**src/uhcr_pkg.sv**
```systemverilog
// Overview of operation
// - decode 000h-0FCh test area, 100h-124h capability, 140h-1FCh operational space.
// - writes to read-only registers or bits leave contents unchanged.
// - reads of write-only registers return all zeros.
// - write-one-to-clear bits clear on 1, hold on 0, read current value.
// - bit 0 is most significant; no endianness conversion anywhere.
// - capability region length reads constant 40h.
// - length sits in byte 0, version in bytes 2-3 for narrow reads.
// - version is read-only BCD, major in 16-23, minor 24-31, 8-15 zero.
// - debug port number field reads constant zero.
// - port indicator bit reflects build option, default 1, read-only.
// - companion count, ports per companion and routing rules read zero.
// - port power bit reflects build option, default 1, read-only.
// - port count field reads constant 1.
// - extended capabilities pointer reads zero.
// - isochronous scheduling threshold reads binary 1000.
// - asynchronous schedule parking support bit reads 1.
// - programmable frame list bit reads 1.
// - 64-bit addressing bit reads 0; bits 0-15 and 28 read zero.
// - companion route table is not implemented; its offsets read zero.
// - port power option 0 means no power control, 1 means provided.
package uhcr_pkg;

  // bus geometry
  localparam int ADDR_W = 9;
  localparam int DATA_W = 32;
  localparam int BE_W   = 4;

  // address space partition
  localparam logic [8:0] TEST_LO = 9'h000;
  localparam logic [8:0] TEST_HI = 9'h0fc;
  localparam logic [8:0] CAP_LO  = 9'h100;
  localparam logic [8:0] CAP_HI  = 9'h124;
  localparam logic [8:0] OP_LO   = 9'h140;
  localparam logic [8:0] OP_HI   = 9'h1fc;

  // capability register offsets from the capability base
  localparam logic [8:0] LEN_VER_OFS = 9'h000;
  localparam logic [8:0] STRUCT_OFS  = 9'h004;
  localparam logic [8:0] CAPPAR_OFS  = 9'h008;
  localparam logic [8:0] ROUTE_OFS   = 9'h00c;

  // test area registers
  localparam logic [8:0] SCRATCH_OFS = 9'h000;
  localparam logic [8:0] WONLY_OFS   = 9'h004;
  localparam logic [8:0] EVENT_OFS   = 9'h008;
  localparam logic [31:0] SCRATCH_RST = 32'h0000_0000;
  localparam logic [31:0] WONLY_RST   = 32'h0000_0000;
  localparam logic [31:0] EVENT_RST   = 32'h0000_0000;

  // length/version fields, msb-first numbering mapped to [31:0]
  localparam logic [7:0] CAP_LEN_VAL = 8'h40;
  localparam int LEN_POS = 24;
  localparam int VMAJ_POS = 8;
  localparam int VMIN_POS = 0;

  // structural parameter fields
  localparam int PIND_POS = 16;
  localparam int PPWR_POS = 4;
  localparam int NPORT_POS = 0;
  localparam logic [3:0] NPORT_VAL = 4'h1;
  localparam logic [3:0] DBG_PORT_VAL = 4'h0;
  localparam int DBG_PORT_POS = 20;

  // capability parameter fields
  localparam int IST_POS = 4;
  localparam logic [3:0] IST_VAL = 4'h8;
  localparam int PARK_POS = 2;
  localparam int PFL_POS = 1;
  localparam int ADDR64_POS = 0;

  // access types of a register cell
  typedef enum logic [1:0] {
    UHCR_RO  = 2'h0,
    UHCR_WO  = 2'h1,
    UHCR_RW  = 2'h2,
    UHCR_W1C = 2'h3
  } uhcr_access_type;

  // request from the processor slave port
  typedef struct packed {
    logic              wr;
    logic [ADDR_W-1:0] addr;
    logic [BE_W-1:0]   be;
    logic [DATA_W-1:0] wdata;
  } uhcr_req_type;

endpackage

```
**src/uhcr_access_cell.sv**
```systemverilog
`timescale 1ns/1ps
// one register word with selectable access type
module uhcr_access_cell #(
  parameter uhcr_pkg::uhcr_access_type ACCESS = uhcr_pkg::UHCR_RW,
  parameter logic [31:0]               RESET  = 32'h0000_0000
) (
  // clock and control
  input  wire logic        clk_sys_in,
  input  wire logic        rst_in,
  input  wire logic        ce_in,
  // write side
  input  wire logic        wr_in,
  input  wire logic [3:0]  be_in,
  input  wire logic [31:0] wdata_in,
  input  wire logic [31:0] set_in,
  // read side
  output logic      [31:0] value_out,
  output logic      [31:0] rdata_out
);

  typedef struct packed {
    logic [31:0] value;
  } uhcr_cell_type;

  uhcr_cell_type state_ff;
  uhcr_cell_type nxt_state;
  logic [31:0]   lane_mask;

  // byte enables widened to a bit mask
  always_comb begin
    lane_mask = {{8{be_in[3]}}, {8{be_in[2]}}, {8{be_in[1]}}, {8{be_in[0]}}};
  end

  // next value by access type
  always_comb begin
    nxt_state = state_ff;
    case (ACCESS)
      uhcr_pkg::UHCR_RO: begin
        nxt_state.value = state_ff.value;
      end
      uhcr_pkg::UHCR_W1C: begin
        // a hardware set in the clearing cycle wins
        if (wr_in) begin
          nxt_state.value = state_ff.value & ~(wdata_in & lane_mask);
        end
        nxt_state.value = nxt_state.value | set_in;
      end
      default: begin
        if (wr_in) begin
          nxt_state.value = (state_ff.value & ~lane_mask)
                          | (wdata_in & lane_mask);
        end
      end
    endcase
  end

  always_ff @(posedge clk_sys_in) begin
    if (rst_in) begin
      state_ff <= '{value: RESET};
    end else if (ce_in) begin
      state_ff <= nxt_state;
    end
  end

  // read view
  assign value_out = state_ff.value;
  assign rdata_out = (ACCESS == uhcr_pkg::UHCR_WO) ? 32'h0000_0000
                                                    : state_ff.value;

endmodule

```
**src/uhcr_regs.sv**
```systemverilog
`timescale 1ns/1ps
// register module front end: partition decode, capability registers,
// test area cells and forwarding into the operational register block
module uhcr_regs #(
  parameter logic       PORT_INDICATOR_OPT = 1'b1,
  parameter logic       PORT_POWER_OPT     = 1'b1,
  parameter logic [7:0] VERSION_MAJOR      = 8'h09, // arbitrary value
  parameter logic [7:0] VERSION_MINOR      = 8'h09  // arbitrary value
) (
  // clock, reset, enable
  input  wire logic        clk_sys_in,
  input  wire logic        rst_in,
  input  wire logic        ce_in,
  // processor slave port
  input  wire logic        req_in,
  input  wire logic        wr_in,
  input  wire logic [8:0]  addr_in,
  input  wire logic [3:0]  be_in,
  input  wire logic [31:0] wdata_in,
  output logic             ack_out,
  output logic      [31:0] rdata_out,
  output logic             busy_out,
  // operational register block
  output logic             op_req_out,
  output logic             op_wr_out,
  output logic      [7:0]  op_addr_out,
  output logic      [3:0]  op_be_out,
  output logic      [31:0] op_wdata_out,
  input  wire logic        op_ack_in,
  input  wire logic [31:0] op_rdata_in,
  // test area hooks
  input  wire logic [31:0] test_event_in,
  output logic      [31:0] test_scratch_out,
  output logic      [31:0] test_wonly_out
);

  typedef enum logic [1:0] {
    ST_IDLE   = 2'b01,
    ST_OPWAIT = 2'b10
  } uhcr_state_type;

  typedef struct packed {
    uhcr_state_type st;
    logic           ack;
    logic [31:0]    rdata;
    logic           op_req;
    logic           op_wr;
    logic [7:0]     op_addr;
    logic [3:0]     op_be;
    logic [31:0]    op_wdata;
    logic [31:0]    scratch;
    logic [31:0]    wonly;
  } uhcr_regs_type;

  uhcr_regs_type          state_ff;
  uhcr_regs_type          nxt_state;
  uhcr_pkg::uhcr_req_type req;

  logic [8:0]  word_addr;
  logic [8:0]  cap_ofs;
  logic [8:0]  test_ofs;
  logic        in_test;
  logic        in_cap;
  logic        in_op;
  logic [31:0] len_ver_word;
  logic [31:0] struct_word;
  logic [31:0] cappar_word;
  logic [31:0] cap_rdata;
  logic [31:0] test_rdata;
  logic        scr_wr;
  logic        wo_wr;
  logic        ev_wr;
  logic [31:0] scr_val;
  logic [31:0] scr_rd;
  logic [31:0] wo_val;
  logic [31:0] wo_rd;
  logic [31:0] ev_rd;

  // gather the request
  always_comb begin
    req.wr    = wr_in;
    req.addr  = addr_in;
    req.be    = be_in;
    req.wdata = wdata_in;
  end

  // partition decode on word addresses
  always_comb begin
    word_addr = {req.addr[8:2], 2'b00};
    cap_ofs   = word_addr - uhcr_pkg::CAP_LO;
    test_ofs  = word_addr - uhcr_pkg::TEST_LO;
    in_test   = 1'b0;
    in_cap    = 1'b0;
    in_op     = 1'b0;
    if (word_addr <= uhcr_pkg::TEST_HI) begin
      in_test = 1'b1;
    end else if (word_addr >= uhcr_pkg::CAP_LO &&
                 word_addr <= uhcr_pkg::CAP_HI) begin
      in_cap = 1'b1;
    end else if (word_addr >= uhcr_pkg::OP_LO &&
                 word_addr <= uhcr_pkg::OP_HI) begin
      in_op = 1'b1;
    end
  end

  // length and version word, bytes placed for narrow big-endian reads
  always_comb begin
    len_ver_word = 32'h0000_0000;
    len_ver_word[uhcr_pkg::LEN_POS +: 8]  = uhcr_pkg::CAP_LEN_VAL;
    len_ver_word[uhcr_pkg::VMAJ_POS +: 8] = VERSION_MAJOR;
    len_ver_word[uhcr_pkg::VMIN_POS +: 8] = VERSION_MINOR;
  end

  // structural parameters, build options fixed at elaboration
  always_comb begin
    struct_word = 32'h0000_0000;
    struct_word[uhcr_pkg::DBG_PORT_POS +: 4] = uhcr_pkg::DBG_PORT_VAL;
    struct_word[uhcr_pkg::PIND_POS]  = PORT_INDICATOR_OPT;
    struct_word[uhcr_pkg::PPWR_POS]  = PORT_POWER_OPT;
    struct_word[uhcr_pkg::NPORT_POS +: 4] = uhcr_pkg::NPORT_VAL;
  end

  // capability parameters
  always_comb begin
    cappar_word = 32'h0000_0000;
    cappar_word[uhcr_pkg::IST_POS +: 4] = uhcr_pkg::IST_VAL;
    cappar_word[uhcr_pkg::PARK_POS]     = 1'b1;
    cappar_word[uhcr_pkg::PFL_POS]      = 1'b1;
    cappar_word[uhcr_pkg::ADDR64_POS]   = 1'b0;
  end

  // capability read mux; route table and gaps read zero
  always_comb begin
    if (cap_ofs == uhcr_pkg::LEN_VER_OFS) begin
      cap_rdata = len_ver_word;
    end else if (cap_ofs == uhcr_pkg::STRUCT_OFS) begin
      cap_rdata = struct_word;
    end else if (cap_ofs == uhcr_pkg::CAPPAR_OFS) begin
      cap_rdata = cappar_word;
    end else begin
      cap_rdata = 32'h0000_0000;
    end
  end

  // test area write strobes
  always_comb begin
    scr_wr = 1'b0;
    wo_wr  = 1'b0;
    ev_wr  = 1'b0;
    if (req_in && req.wr && in_test && state_ff.st == ST_IDLE) begin
      if (test_ofs == uhcr_pkg::SCRATCH_OFS) begin
        scr_wr = 1'b1;
      end else if (test_ofs == uhcr_pkg::WONLY_OFS) begin
        wo_wr = 1'b1;
      end else if (test_ofs == uhcr_pkg::EVENT_OFS) begin
        ev_wr = 1'b1;
      end
    end
  end

  // read/write scratch word
  uhcr_access_cell #(
    .ACCESS (uhcr_pkg::UHCR_RW),
    .RESET  (uhcr_pkg::SCRATCH_RST)
  ) u_scratch (
    .clk_sys_in (clk_sys_in),
    .rst_in     (rst_in),
    .ce_in      (ce_in),
    .wr_in      (scr_wr),
    .be_in      (req.be),
    .wdata_in   (req.wdata),
    .set_in     (32'h0000_0000),
    .value_out  (scr_val),
    .rdata_out  (scr_rd)
  );

  // write-only word
  uhcr_access_cell #(
    .ACCESS (uhcr_pkg::UHCR_WO),
    .RESET  (uhcr_pkg::WONLY_RST)
  ) u_wonly (
    .clk_sys_in (clk_sys_in),
    .rst_in     (rst_in),
    .ce_in      (ce_in),
    .wr_in      (wo_wr),
    .be_in      (req.be),
    .wdata_in   (req.wdata),
    .set_in     (32'h0000_0000),
    .value_out  (wo_val),
    .rdata_out  (wo_rd)
  );

  // write-one-to-clear event word
  uhcr_access_cell #(
    .ACCESS (uhcr_pkg::UHCR_W1C),
    .RESET  (uhcr_pkg::EVENT_RST)
  ) u_event (
    .clk_sys_in (clk_sys_in),
    .rst_in     (rst_in),
    .ce_in      (ce_in),
    .wr_in      (ev_wr),
    .be_in      (req.be),
    .wdata_in   (req.wdata),
    .set_in     (test_event_in),
    .value_out  (),
    .rdata_out  (ev_rd)
  );

  // test area read mux
  always_comb begin
    if (test_ofs == uhcr_pkg::SCRATCH_OFS) begin
      test_rdata = scr_rd;
    end else if (test_ofs == uhcr_pkg::WONLY_OFS) begin
      test_rdata = wo_rd;
    end else if (test_ofs == uhcr_pkg::EVENT_OFS) begin
      test_rdata = ev_rd;
    end else begin
      test_rdata = 32'h0000_0000;
    end
  end

  // request sequencing
  always_comb begin
    nxt_state         = state_ff;
    nxt_state.ack     = 1'b0;
    nxt_state.op_req  = 1'b0;
    nxt_state.scratch = scr_val;
    nxt_state.wonly   = wo_val;
    case (state_ff.st)
      ST_IDLE: begin
        if (req_in) begin
          if (in_op) begin
            // forward word offset within operational space
            nxt_state.op_req   = 1'b1;
            nxt_state.op_wr    = req.wr;
            nxt_state.op_addr  = 8'(word_addr - uhcr_pkg::OP_LO);
            nxt_state.op_be    = req.be;
            nxt_state.op_wdata = req.wdata;
            nxt_state.st       = ST_OPWAIT;
          end else begin
            // capability writes are dropped, data passes unswapped
            nxt_state.ack   = 1'b1;
            nxt_state.rdata = 32'h0000_0000;
            if (!req.wr && in_cap) begin
              nxt_state.rdata = cap_rdata;
            end else if (!req.wr && in_test) begin
              nxt_state.rdata = test_rdata;
            end
          end
        end
      end
      ST_OPWAIT: begin
        if (op_ack_in) begin
          nxt_state.ack   = 1'b1;
          nxt_state.rdata = state_ff.op_wr ? 32'h0000_0000 : op_rdata_in;
          nxt_state.st    = ST_IDLE;
        end
      end
      default: begin
        nxt_state.st = ST_IDLE;
      end
    endcase
  end

  always_ff @(posedge clk_sys_in) begin
    if (rst_in) begin
      state_ff <= '{st: ST_IDLE, ack: 1'b0, rdata: 32'h0000_0000,
                    op_req: 1'b0, op_wr: 1'b0, op_addr: 8'h00,
                    op_be: 4'h0, op_wdata: 32'h0000_0000,
                    scratch: uhcr_pkg::SCRATCH_RST,
                    wonly: uhcr_pkg::WONLY_RST};
    end else if (ce_in) begin
      state_ff <= nxt_state;
    end
  end

  // registered outputs
  assign ack_out          = state_ff.ack;
  assign rdata_out        = state_ff.rdata;
  assign busy_out         = state_ff.st == ST_OPWAIT;
  assign op_req_out       = state_ff.op_req;
  assign op_wr_out        = state_ff.op_wr;
  assign op_addr_out      = state_ff.op_addr;
  assign op_be_out        = state_ff.op_be;
  assign op_wdata_out     = state_ff.op_wdata;
  assign test_scratch_out = state_ff.scratch;
  assign test_wonly_out   = state_ff.wonly;

endmodule

```
**config.mk**
```make
export PLATFORM = sky130hd
export DESIGN_NAME = uhcr_regs
export DESIGN_NICKNAME = d
export VERILOG_FILES = /design/src/uhcr_pkg.sv /design/src/uhcr_access_cell.sv /design/src/uhcr_regs.sv
export SDC_FILE = /design/constraint.sdc
export NUM_CORES = 1
export LEC_CHECK = 0
export ABC_AREA = 1
export ABC_CLOCK_PERIOD_IN_PS = 1450
export BUFFER_PORTS_ARGS = -buffer_cell sky130_fd_sc_hd__buf_2
export CAP_MARGIN = 20
export CORE_MARGIN = 2
export CORE_UTILIZATION = 49
export DETAILED_ROUTE_END_ITERATION = 8
export PLACE_DENSITY = 0.77
export SLEW_MARGIN = 20
export SYNTH_ARGS = -nofsm -noshare
export SYNTH_HDL_FRONTEND = slang
export SYNTH_SLANG_ARGS = --single-unit
```
**constraint.sdc**
```tcl
create_clock -name clk_sys_in -period 1.45 [get_ports clk_sys_in]
set_input_delay 0.145 -clock clk_sys_in [delete_from_list [all_inputs] [get_ports clk_sys_in]]
set_output_delay 0.145 -clock clk_sys_in [all_outputs]
set_load 0.01 [all_outputs]
```
# == Word level (Yosys, flattened, before mapping) ==
# Cells that the tools add are included.
# totals
output_inout_bits,144
inputBits,115
elab_cells,88
register_bits,241
# op_classes
n_lt_le_gt_ge,5
n_mux,33
n_reduce_logical,16
n_eq_ne,10
addsub,2
n_bitwise,9
# ops
op,n
two-way mux 32 bit,7
bitwise AND 32 bit,4
OR 32 bit,3
two-way mux 46 bit,2
two-way mux 81 bit,1
one-hot mux 33 bit (2 select lines),1
NOT 32 bit,2
two-way mux 35 bit,1
two-way mux 33 bit,1
two-way mux 31 bit,1
"greater-or-equal comparator 9 bit, second input constant",2
"less-or-equal comparator 9 bit, second input constant",2
logical NOT 9 bit,2
two-way mux 17 bit,1
two-way mux 1 bit,15
"== test 9 x 3 -> 1 bit, second input constant",1
"== test 9 x 4 -> 1 bit, second input constant",1
"less-or-equal comparator 9 x 8 -> 1 bit, second input constant",1
"subtractor 9 bit, second input constant",1
two-way mux 8 bit,1
AND reduction 4 bit,2
"subtractor 8 x 7 -> 8 bit, second input constant",1
"== test 7 x 1 -> 1 bit, second input constant",1
"== test 7 x 2 -> 1 bit, second input constant",1
other kinds (11),20

# == Depth between registers and ports, before layout ==
# Gate-level depths: netlist of run 1.
# depth
ltp_word,9
mapped_depth,14
depth_no_buf,14

# == Cells and area by module ==
# From an unflattened synthesis of run 1, not the netlist that was laid out.
# hier_totals
cells_unflattened,1788
hier_area_um2,12260.5
# by_module_without_submodules
mod,seq_area_each_um2,instances,cells_per_inst,area_each_um2
uhcr_regs,2862.7,1,1109,7561.0
uhcr_access_cell (u_event),640.6,1,206,1595.3
uhcr_access_cell (u_wonly),640.6,1,237,1554.0
uhcr_access_cell (u_scratch),640.6,1,236,1550.2

# == Worst setup path after synthesis of run 1 ==
# No wires, ideal clock.
# synth_path
path_type,register to register
start,reg state_ff[144] (netlist name)
end,reg (tool-made name)
t_arrival_ps,1473
slack_ps,-139
setup_ps,116
n_path_buf,0
path_stages_with_launch,10
period_less_slack_ps,1589
required_time_ps,1334
path_cell_list,dfxtp_1 -> inv_1 -> ha_1 -> nand2_1 -> nor2_1 -> nand3_2 -> nor2_4 -> inv_2 -> nor2_1 -> nor2_1
# synth_lines
element,line,rtl
"start, declared",uhcr_regs.sv:55,uhcr_regs_type state_ff;
"start signal, assigned",uhcr_regs.sv:267,"state_ff <= '{st: ST_IDLE, ack: 1'b0, rdata: 32'h0000_0000,"
"start signal, assigned",uhcr_regs.sv:273,state_ff <= nxt_state;

# == Worst setup path after layout of run 1 ==
# layout_path
start,reg state_ff[144] (netlist name)
end,"reg state_ff, in the netlist op_addr_out[3]"
# layout_between
elab_chain_cells,2
# layout_lines
element,line,rtl
== test 2 x 1 -> 1 bit,uhcr_regs.sv:229,case (state_ff.st)
AND reduction 4 bit (no source line),-,
# No other way between the ends.
# A chain may end at the register's enable or synchronous reset.

==> flow_metrics.env, run 1 <==
export IMPL_synth_cell_types=26
export IMPL_rsz0062_at_grt="yes"
export IMPL_r2r_slack_ns=-0.19
export IMPL_critPathMaxFanout=10
export IMPL_critPathTopFamily="buffers and inverters"
export IMPL_yosysSeqAreaShare_pct=44.02
export IMPL_period_needed_ns=1.636
export IMPL_slew_violations=0
export IMPL_hold_path_endpoint="op_addr_out[2]"
export IMPL_hp_class="in2reg"
export IMPL_tightest_slew_ns=0.5427
export IMPL_clk_path_buf_depth=3
export IMPL_synth_cells=1527
export IMPL_route_detailed_drc=0
export IMPL_reg2reg_depth=10
export IMPL_holdPathStages=4
export IMPL_power_internal_mw=11.39
export IMPL_antenna_found_initial=0
export IMPL_setup_viol=172
export IMPL_synthTopCellsByArea="dfxtp_1 (44%), nor2_1 (12%), nand2_1 (10%)"
export IMPL_reg2reg_from="state_ff[144]"
export IMPL_dieArea_sq_um=23390
export IMPL_p_comb_share_pct=14.1
export IMPL_post_drt_wl_per_cell_microns=17.78
export IMPL_ios=259
export IMPL_grt_pass1_vias=10610
export IMPL_grt_pass1_wl_microns=55360
export IMPL_critPathCaptureType="flop"
export IMPL_clkLatencyLatePin_ns=0.53
export IMPL_drt_iter0_markers=948
export IMPL_vias=11280
export IMPL_drive_gt1_share_pct=28.57
export IMPL_crit_buf_inv=5
export IMPL_die_y_microns=152.9
export IMPL_syn_cell_area_sq_um=10870
export IMPL_finClkSkew_ns=0.009951
export IMPL_worst_slack_ns=-0.1856
export IMPL_slowest_stage="dfxtp_2"
export IMPL_die_w_microns=152.9
export IMPL_critPathMaxStageDelay_ns=0.36
export IMPL_p_per_area_nw_per_um2=1053
export IMPL_crit_required_ns=1.89
export IMPL_area_growth_pct=34.42
export IMPL_ys_dominant_reg_cell="dfxtp_1"
export IMPL_wirelength_microns=36840
export IMPL_p_leak_nw=6.706
export IMPL_grt_total_usage_pct=28.95
export IMPL_synth_edf_count=0
export IMPL_hpwl_microns=22760
export IMPL_drv_cap=0
export IMPL_p_seq_share_pct=45.0
export IMPL_grt_max_degree=68
export IMPL_cts_root_buf="clkbuf_16"
export IMPL_clkSlewWorstSetupHoldPaths_ns=0.06
export IMPL_cts_tree="built"
export IMPL_switching_share_pct=25.92
export IMPL_crit_type="reg2reg"
export IMPL_period_share_pct=112.8
export IMPL_power_switching_mw=3.986
export IMPL_rows=54
export IMPL_cp_startpoint="state_ff[144]"
export IMPL_hold_viol_final=0
export IMPL_n_antenna_cell=0
export IMPL_max_freq_ghz=0.6114
export IMPL_status="finished, violations left"
export IMPL_yosysMostFrequentCell="nor2_1"
export IMPL_ir_worst_vdd_mv=0.7492
export IMPL_hp_start="addr_in[2]"
export IMPL_cp_cell_sequence="inv_2 -> ha_4 -> nand2_4 -> nor2_4 -> buf_6 -> nand2_8 -> inv_8 -> buf_4 -> clkbuf_16 -> a21oi_1"
export IMPL_r2r_end="op_addr_out[3]"
export IMPL_ys_seq_elements=239
export IMPL_start_kind="flop"
export IMPL_synth_top_area_share_pct=44.02
export IMPL_coreArea_sq_um=21820
export IMPL_grt_overflow_total=0
export IMPL_ys_warnings_count=0
export IMPL_drtPass1Iterations=5
export IMPL_fin_nets=1896
export IMPL_htreeDepth=1
export IMPL_start_util_pct=49.80
export IMPL_finalSetupTns_ns=-17.46
export IMPL_viasPerCell=5.442
export IMPL_syn_area_per_cell_sq_um=7.117
export IMPL_pwr_share_clk_pct=40.9
export IMPL_p_total_mw=15.38
export IMPL_slew_headroom_pct=63.82
export IMPL_gp_congestion=0.9018
export IMPL_violations="negative setup slack"
export IMPL_critPathArrivalTime_ns=2.07
export IMPL_io_buffers=254
export IMPL_ys_async_sr_fraction_pct=0
export IMPL_post_synth_top_area_cell="dfxtp_1"
export IMPL_drtAntennaViolNets=0
export IMPL_cts_buffers=25
export IMPL_synth_commonest_cells="nor2_1 (336), nand2_1 (296), dfxtp_1 (239)"
export IMPL_cts_sinks=239
per-stage QoR:
step | hold slack (ns) | area [sq um] | cells | setup slack, ns | utilization (%)
6_report | 0.03568 | 14610 | 2072 | -0.1856 | 66.94
5_1_grt | 0.04620 | 14610 | 2072 | -0.2420 | 66.94
4_1_cts | 0.006335 | 14180 | 2061 | -0.1134 | 64.97
3_5_place_dp | 0.4026 | 11910 | 1906 | -0.3439 | 54.59
3_3_place_gp | 0.4038 | 11910 | 1906 | -0.2960 | 54.59
2_1_floorplan | 0.2350 | 10970 | 1528 | 0.001439 | -
worst min-delay path: stages:
cell and delay, ns:
buf_2 0.12, inv_1 0.09, buf_4 0.11, a21oi_1 0.04
layer usage:
layer  vias to the layer above  GRT usage (%)  share of wire (%)
met1                      5311          36.10                 40
li1                       5318              -                  -
met3                       123          4.763                7.2
met2                       524          49.82                 49
met5                         -              0                  0
met4                         0          11.99                4.3
power by group through the flow:
stage               Combinational, mW  Clock [mW]  Sequential [mW]
finish                           2.17        6.28             6.92
global placement                 1.62           0             7.05
CTS                              2.00        6.35             6.91
global route                     2.33        6.66             6.94
floorplan                        1.09           0             7.02
detailed placement               1.65           0             7.05
placed cells by master, fill, tap and decap left out, types with 20 or more instances in the layout:
cell type / count
o21ai_0: 120
clkbuf_16: 31
nand4_1: 36
buf_4: 44
dlygate4sd3_1: 99
nor2_4: 23
nand2_1: 284
nor2_1: 298
buf_2: 252
nand3_1: 74
nor2_2: 27
o21ai_1: 41
buf_12: 20
a21oi_1: 69
dfxtp_1: 237
kinds of logic (layout without fill, tap and decap cells):
group                      count (synthesis)  in the layout  synth area share [%]
and+or+nand+nor                          765            765                 29.10
AOI/OAI and AO/OA                        259            259                 11.98
buffers and inverters                    258            522                 14.28
DFF                                      239            239                 44.02
adders and majority gates                  5              5                0.5756
other                                      1              2               0.03451
cell type report:
class / count / area, sq um
clock buffer: 37 / 770.7
clock inverter: 6 / 33.78
fill: 1714 / 7214
inverter: 31 / 145.1
multi-input combinational: 1031 / 4992
sequential: 239 / 4790
tap: 280 / 350.3
timing repair buffer: 448 / 3527
repair_timing:
| item | in CTS | in global routing |
|---|---|---|
| hold buffers | 99 | 0 |
| buffers inserted | 8 | 3 |
| setup endpoints to repair | 158 | 173 |
| hold endpoints to repair | 159 | 0 |
| pin swaps | 34 | 12 |
| cloned | 5 | 8 |
| resized for setup | 121 | 77 |
how the worst max path moves through the flow:
stage                       end  slack (ns)  depth (start not counted)
3_5_place_dp   op_wdata_out[24]       -0.34                         14
4_1_cts            rdata_out[9]       -0.11                         10
6_report         op_addr_out[3]       -0.19                         10
2_1_floorplan              flop       0.001                         11
5_1_grt            op_be_out[3]       -0.24                         10
3_3_place_gp   op_wdata_out[24]       -0.30                         14
(Power assumes the default switching activity.)
==> run 2: changes to the inputs <==
--- a/config.mk
+++ b/config.mk
@@ -9,7 +9,6 @@
 export ABC_CLOCK_PERIOD_IN_PS = 1450
 export BUFFER_PORTS_ARGS = -buffer_cell sky130_fd_sc_hd__buf_2
 export CAP_MARGIN = 20
-export CORE_MARGIN = 2
 export CORE_UTILIZATION = 49
 export DETAILED_ROUTE_END_ITERATION = 8
 export PLACE_DENSITY = 0.77
==> flow_metrics.env, run 2 (synthesis gave the netlist of run 1 again) <==
export IMPL_status="finished, violations left"
export IMPL_violations="negative setup slack"
export IMPL_final_common_cell="nand2_1"
export IMPL_critPathArrivalTime_ns=2.05
export IMPL_place_ws_ns=-0.3659
export IMPL_area_growth_pct=39.33
export IMPL_slowest_stage="dfxtp_2"
export IMPL_drtPass1Iterations=9
export IMPL_fin_nets=1902
export IMPL_slew_violations=0
export IMPL_max_freq_ghz=0.5997
export IMPL_period_needed_ns=1.667
export IMPL_ios=259
export IMPL_grt_pass1_wl_microns=53340
export IMPL_htreeDepth=1
export IMPL_tightest_slew_ns=0.5470
export IMPL_slew_headroom_pct=63.49
export IMPL_wirelength_microns=36930
export IMPL_coreArea_sq_um=21760
export IMPL_dieArea_sq_um=22780
export IMPL_area_sequential_sq_um=4790
export IMPL_hp_class="in2reg"
export IMPL_cts_buffers=27
export IMPL_start_util_pct=49.95
export IMPL_cp_common_cell="nand2_4"
export IMPL_crit_required_ns=1.83
export IMPL_critPathMaxStageDelay_ns=0.33
export IMPL_drt_iter0_markers=818
export IMPL_final_cell_mix="nand2_1 (282), nor2_1 (259), buf_2 (252)"
export IMPL_worst_slack_ns=-0.2175
export IMPL_hold_viol_final=0
export IMPL_grt_max_degree=69
export IMPL_die_w_microns=150.9
export IMPL_antenna_found_initial=0
export IMPL_period_share_pct=115.0
export IMPL_rsz0062_at_grt="yes"
export IMPL_critPathCaptureType="flop"
export IMPL_grt_total_usage_pct=29.90
export IMPL_p_per_area_nw_per_um2=1063
export IMPL_place_area_sq_um=11910
export IMPL_n_antenna_cell=0
export IMPL_ir_worst_vdd_mv=0.9220
export IMPL_start_kind="flop"
export IMPL_p_total_mw=16.09
export IMPL_gp_congestion=0.9168
export IMPL_viasPerCell=5.416
export IMPL_drv_cap=0
export IMPL_multi_input_area_sq_um=5435
export IMPL_post_drt_wl_per_cell_microns=17.76
export IMPL_drtAntennaViolNets=0
export IMPL_setup_viol=168
export IMPL_crit_type="reg2reg"
export IMPL_io_buffers=254
export IMPL_cts_sinks=239
export IMPL_vias=11270
export IMPL_cts_root_buf="clkbuf_16"
export IMPL_finClkSkew_ns=0.01518
export IMPL_hpwl_microns=22360
export IMPL_clkLatencyLatePin_ns=0.53
export IMPL_grt_pass1_vias=10280
export IMPL_fin_area_sq_um=15140
export IMPL_cts_tree="built"
export IMPL_p_leak_nw=6.838
export IMPL_grt_overflow_total=0
export IMPL_clkSlewWorstSetupHoldPaths_ns=0.06
export IMPL_fillers=1660
export IMPL_rows=54
export IMPL_drive_gt1_share_pct=33.44
export IMPL_die_y_microns=150.9
export IMPL_critPathMaxFanout=5
export IMPL_cp_cell_sequence="inv_2 -> ha_4 -> nand2_4 -> inv_4 -> nand2_4 -> nor2_4 -> buf_6 -> buf_16 -> nand3_4 -> nand2_2 -> a21oi_1"
export IMPL_finalSetupTns_ns=-22.22
export IMPL_clk_path_buf_depth=3
export IMPL_route_detailed_drc=0
run 2: cell count changes in the layout (fill, tap and decap cells not counted), moves of 14 or more:
cell	previous run	this run
nor2_1	298	259
nor2_4	23	52
o21ai_1	41	16
o21ai_2	18	37
a21oi_1	69	54
a21oi_2	10	24
run 2: final timing paths:
path | cells after the start | startpoint | slack, ns | endpoint
setup / recovery | 11 | state_ff[144] | -0.22 | u_event.rdata_out[28]
hold / removal | 4 | addr_in[4] | 0.01 | op_addr_out[4]
setup reg to reg | 11 | state_ff[144] | -0.22 | u_event.rdata_out[28]
hold reg to reg | 2 | rdata_out[28] | 0.46 | rdata_out[28]
run 2: repair_timing:
item	in CTS	in global routing
hold endpoints to repair	159	0
cloned	8	4
resized for setup	102	219
pin swaps	32	61
setup buffers	12	7
setup endpoints to repair	131	174
hold buffers	98	0
run 2: layout make-up:
type,instances,area share (%)
clock buffers,38,5.197
flip-flops and latches,239,31.63
clock inverters,9,0.6445
inverters,31,0.9750
repair buffers,452,23.34
multi-input cells,1031,35.89
well taps,280,2.314
run 2: power breakdown:
group / total (mW) / switching (mW) / internal [mW]
sequential: 6.94 / 0.150 / 6.79
clock: 6.85 / 2.75 / 4.10
combinational: 2.30 / 1.28 / 1.02
run 2: per-layer routing:
layer	vias to the layer above	track usage (%)	share of wire [%]
li1	5315	-	-
met1	5303	37.07	40
met2	551	53.42	50
met3	97	4.006	6.7
met4	0	9.200	3.4
met5	-	0	0
run 2: through the flow:
| step | hold slack, ns | instances | utilization (%) |
|---|---|---|---|
| 5_1_grt | 0.02835 | 2080 | 69.60 |
| 3_3_place_gp | 0.4075 | 1909 | 54.75 |
| 3_5_place_dp | 0.4070 | 1909 | 54.75 |
| 6_report | 0.009641 | 2080 | 69.60 |
| 4_1_cts | 0.002887 | 2073 | 65.95 |
| 2_1_floorplan | 0.2350 | 1528 | - |
run 2: worst max-delay path, delay by kind of cell (launching register included):
kind | cells | cell delay [ns]
adders and majority gates | 1 | 0.16
DFF | 1 | 0.33
AOI/OAI and AO/OA | 1 | 0.10
and+or+nand+nor | 5 | 0.47
buffers and inverters | 4 | 0.44
==> run 3: changes to the inputs <==
--- a/config.mk
+++ b/config.mk
@@ -9,9 +9,10 @@
 export ABC_CLOCK_PERIOD_IN_PS = 1450
 export BUFFER_PORTS_ARGS = -buffer_cell sky130_fd_sc_hd__buf_2
 export CAP_MARGIN = 20
-export CORE_UTILIZATION = 49
+export CORE_UTILIZATION = 50
+export CTS_BUF_LIST = sky130_fd_sc_hd__clkbuf_4
 export DETAILED_ROUTE_END_ITERATION = 8
-export PLACE_DENSITY = 0.77
+export PLACE_DENSITY = 0.78
 export SLEW_MARGIN = 20
 export SYNTH_ARGS = -nofsm -noshare
 export SYNTH_HDL_FRONTEND = slang
==> flow_metrics.env, run 3 (synthesis gave the netlist of run 1 again) <==
export IMPL_status="finished, violations left"
export IMPL_antenna_found_initial=2
export IMPL_area_sequential_sq_um=4791
export IMPL_crit_type="reg2reg"
export IMPL_period_share_pct=130.3
export IMPL_finClkSkew_ns=0.06168
export IMPL_drtPass1Iterations=6
export IMPL_grt_max_degree=74
export IMPL_p_per_area_nw_per_um2=1038
export IMPL_post_drt_wl_per_cell_microns=19.08
export IMPL_htreeDepth=3
export IMPL_violations="negative setup slack"
export IMPL_cts_buffers=66
export IMPL_cts_tree="built"
export IMPL_grt_pass1_wl_microns=60510
export IMPL_cp_startpoint="state_ff[144]"
export IMPL_viasPerCell=5.606
export IMPL_critPathCaptureType="flop"
export IMPL_critPathMaxStageDelay_ns=0.38
export IMPL_holdWs_ns=0.04469
export IMPL_start_kind="flop"
export IMPL_hold_viol_final=0
export IMPL_cp_cell_sequence="inv_2 -> ha_4 -> inv_4 -> o221a_4 -> nand3_4 -> buf_12 -> nor2_4 -> buf_12 -> nand2_1 -> a21oi_1"
export IMPL_grt_overflow_total=0
export IMPL_io_buffers=254
export IMPL_area_growth_pct=41.43
export IMPL_reg2reg_from="state_ff[144]"
export IMPL_critPathTopFamily="buffers and inverters"
export IMPL_tightest_slew_ns=0.7770
export IMPL_crit_buf_inv=4
export IMPL_route_detailed_drc=0
export IMPL_start_util_pct=51.38
export IMPL_rows=53
export IMPL_die_y_microns=149.4
export IMPL_cp_common_cell="buf_12"
export IMPL_drive_gt1_share_pct=34.43
export IMPL_clkLatencyLatePin_ns=0.70
export IMPL_finalSetupTns_ns=-47.25
export IMPL_slew_headroom_pct=48.14
export IMPL_hpwl_microns=22400
export IMPL_hp_class="in2reg"
export IMPL_final_common_cell="nand2_1"
export IMPL_drv_cap=0
export IMPL_grt_pass1_vias=11790
export IMPL_final_cell_mix="nand2_1 (277), nor2_1 (276), buf_2 (252)"
export IMPL_fin_nets=1976
export IMPL_setup_viol=176
export IMPL_crit_required_ns=2.03
export IMPL_clk_path_buf_depth=3
export IMPL_critPathMaxFanout=16
export IMPL_place_ws_ns=-0.6073
export IMPL_critPathArrivalTime_ns=2.47
export IMPL_wirelength_microns=41250
export IMPL_p_leak_nw=7.037
export IMPL_drt_iter0_markers=997
export IMPL_max_freq_ghz=0.5294
export IMPL_place_area_sq_um=11790
export IMPL_vias=12120
export IMPL_ir_worst_vdd_mv=0.6418
export IMPL_die_w_microns=149.4
export IMPL_ios=259
export IMPL_period_needed_ns=1.889
export IMPL_slew_violations=0
export IMPL_multi_input_area_sq_um=5249
export IMPL_grt_total_usage_pct=34.82
export IMPL_dieArea_sq_um=22330
export IMPL_fin_area_sq_um=15370
export IMPL_cts_root_buf="clkbuf_4"
export IMPL_cts_sinks=239
export IMPL_worst_slack_ns=-0.4388
export IMPL_rsz0062_at_grt="yes"
export IMPL_fillers=1513
export IMPL_slowest_stage="dfxtp_2"
export IMPL_coreArea_sq_um=21150
export IMPL_drtAntennaViolNets=0
export IMPL_hp_start="ce_in"
export IMPL_clkSlewWorstSetupHoldPaths_ns=0.07
export IMPL_gp_congestion=0.9337
-- run 3: routing by layer --
| layer | up-vias | global-route usage, % | wire [microns] |
|---|---|---|---|
| li1 | 5499 | - | - |
| met3 | 221 | 7.683 | 3926 |
| met5 | - | 0 | 0 |
| met1 | 5589 | 39.98 | 15030 |
| met4 | 0 | 21.12 | 2568 |
| met2 | 811 | 58.94 | 19730 |
-- run 3: worst paths after layout --
| check | depth (start not counted) | end | slack (ns) |
|---|---|---|---|
| worst max-delay path | 10 | rdata_out[6] | -0.44 |
| worst min-delay path | 4 | u_event.rdata_out[0] | 0.04 |
| worst max register to register | 10 | rdata_out[6] | -0.44 |
| worst min register to register | 2 | rdata_out[27] | 0.46 |
-- run 3: final cells by class --
type                    count  share of cell area (%)
diodes                      2                 0.03256
clock buffers              86                   4.200
clock inverters            11                   1.180
inverters                  31                   1.009
multi-input cells        1033                   34.15
flip-flops and latches    239                   31.17
well taps                 275                   2.239
repair buffers            485                   26.02
-- run 3: worst reg2reg max path: stages (launching register included) --
cell	delay, ns
dfxtp_2	0.38
inv_2	0.08
ha_4	0.18
inv_4	0.07
o221a_4	0.21
nand3_4	0.10
buf_12	0.15
nor2_4	0.13
buf_12	0.17
nand2_1	0.08
a21oi_1	0.24
-- run 3: power breakdown --
part           internal (mW)  switching, mW
registers               6.79          0.141
logic                   1.12           1.39
clock network           3.61           2.90
total                   11.5           4.43
-- run 3: stage by stage --
stage	instances	utilization (%)	power, mW
6_report	2162	72.66	15.95
2_1_floorplan	1528	-	8.104
3_5_place_dp	1899	55.75	8.608
3_3_place_gp	1899	55.75	8.583
5_1_grt	2162	72.66	16.50
4_1_cts	2147	70.40	15.63
-- run 3: timing repair --
| action | CTS | global route |
|---|---|---|
| setup endpoints to repair | 174 | 176 |
| buffers inserted | 29 | 11 |
| pin swaps | 63 | 59 |
| cloned | 14 | 2 |
| hold buffers | 111 | 0 |
| gates resized for setup | 202 | 110 |
| hold endpoints to repair | 175 | 0 |
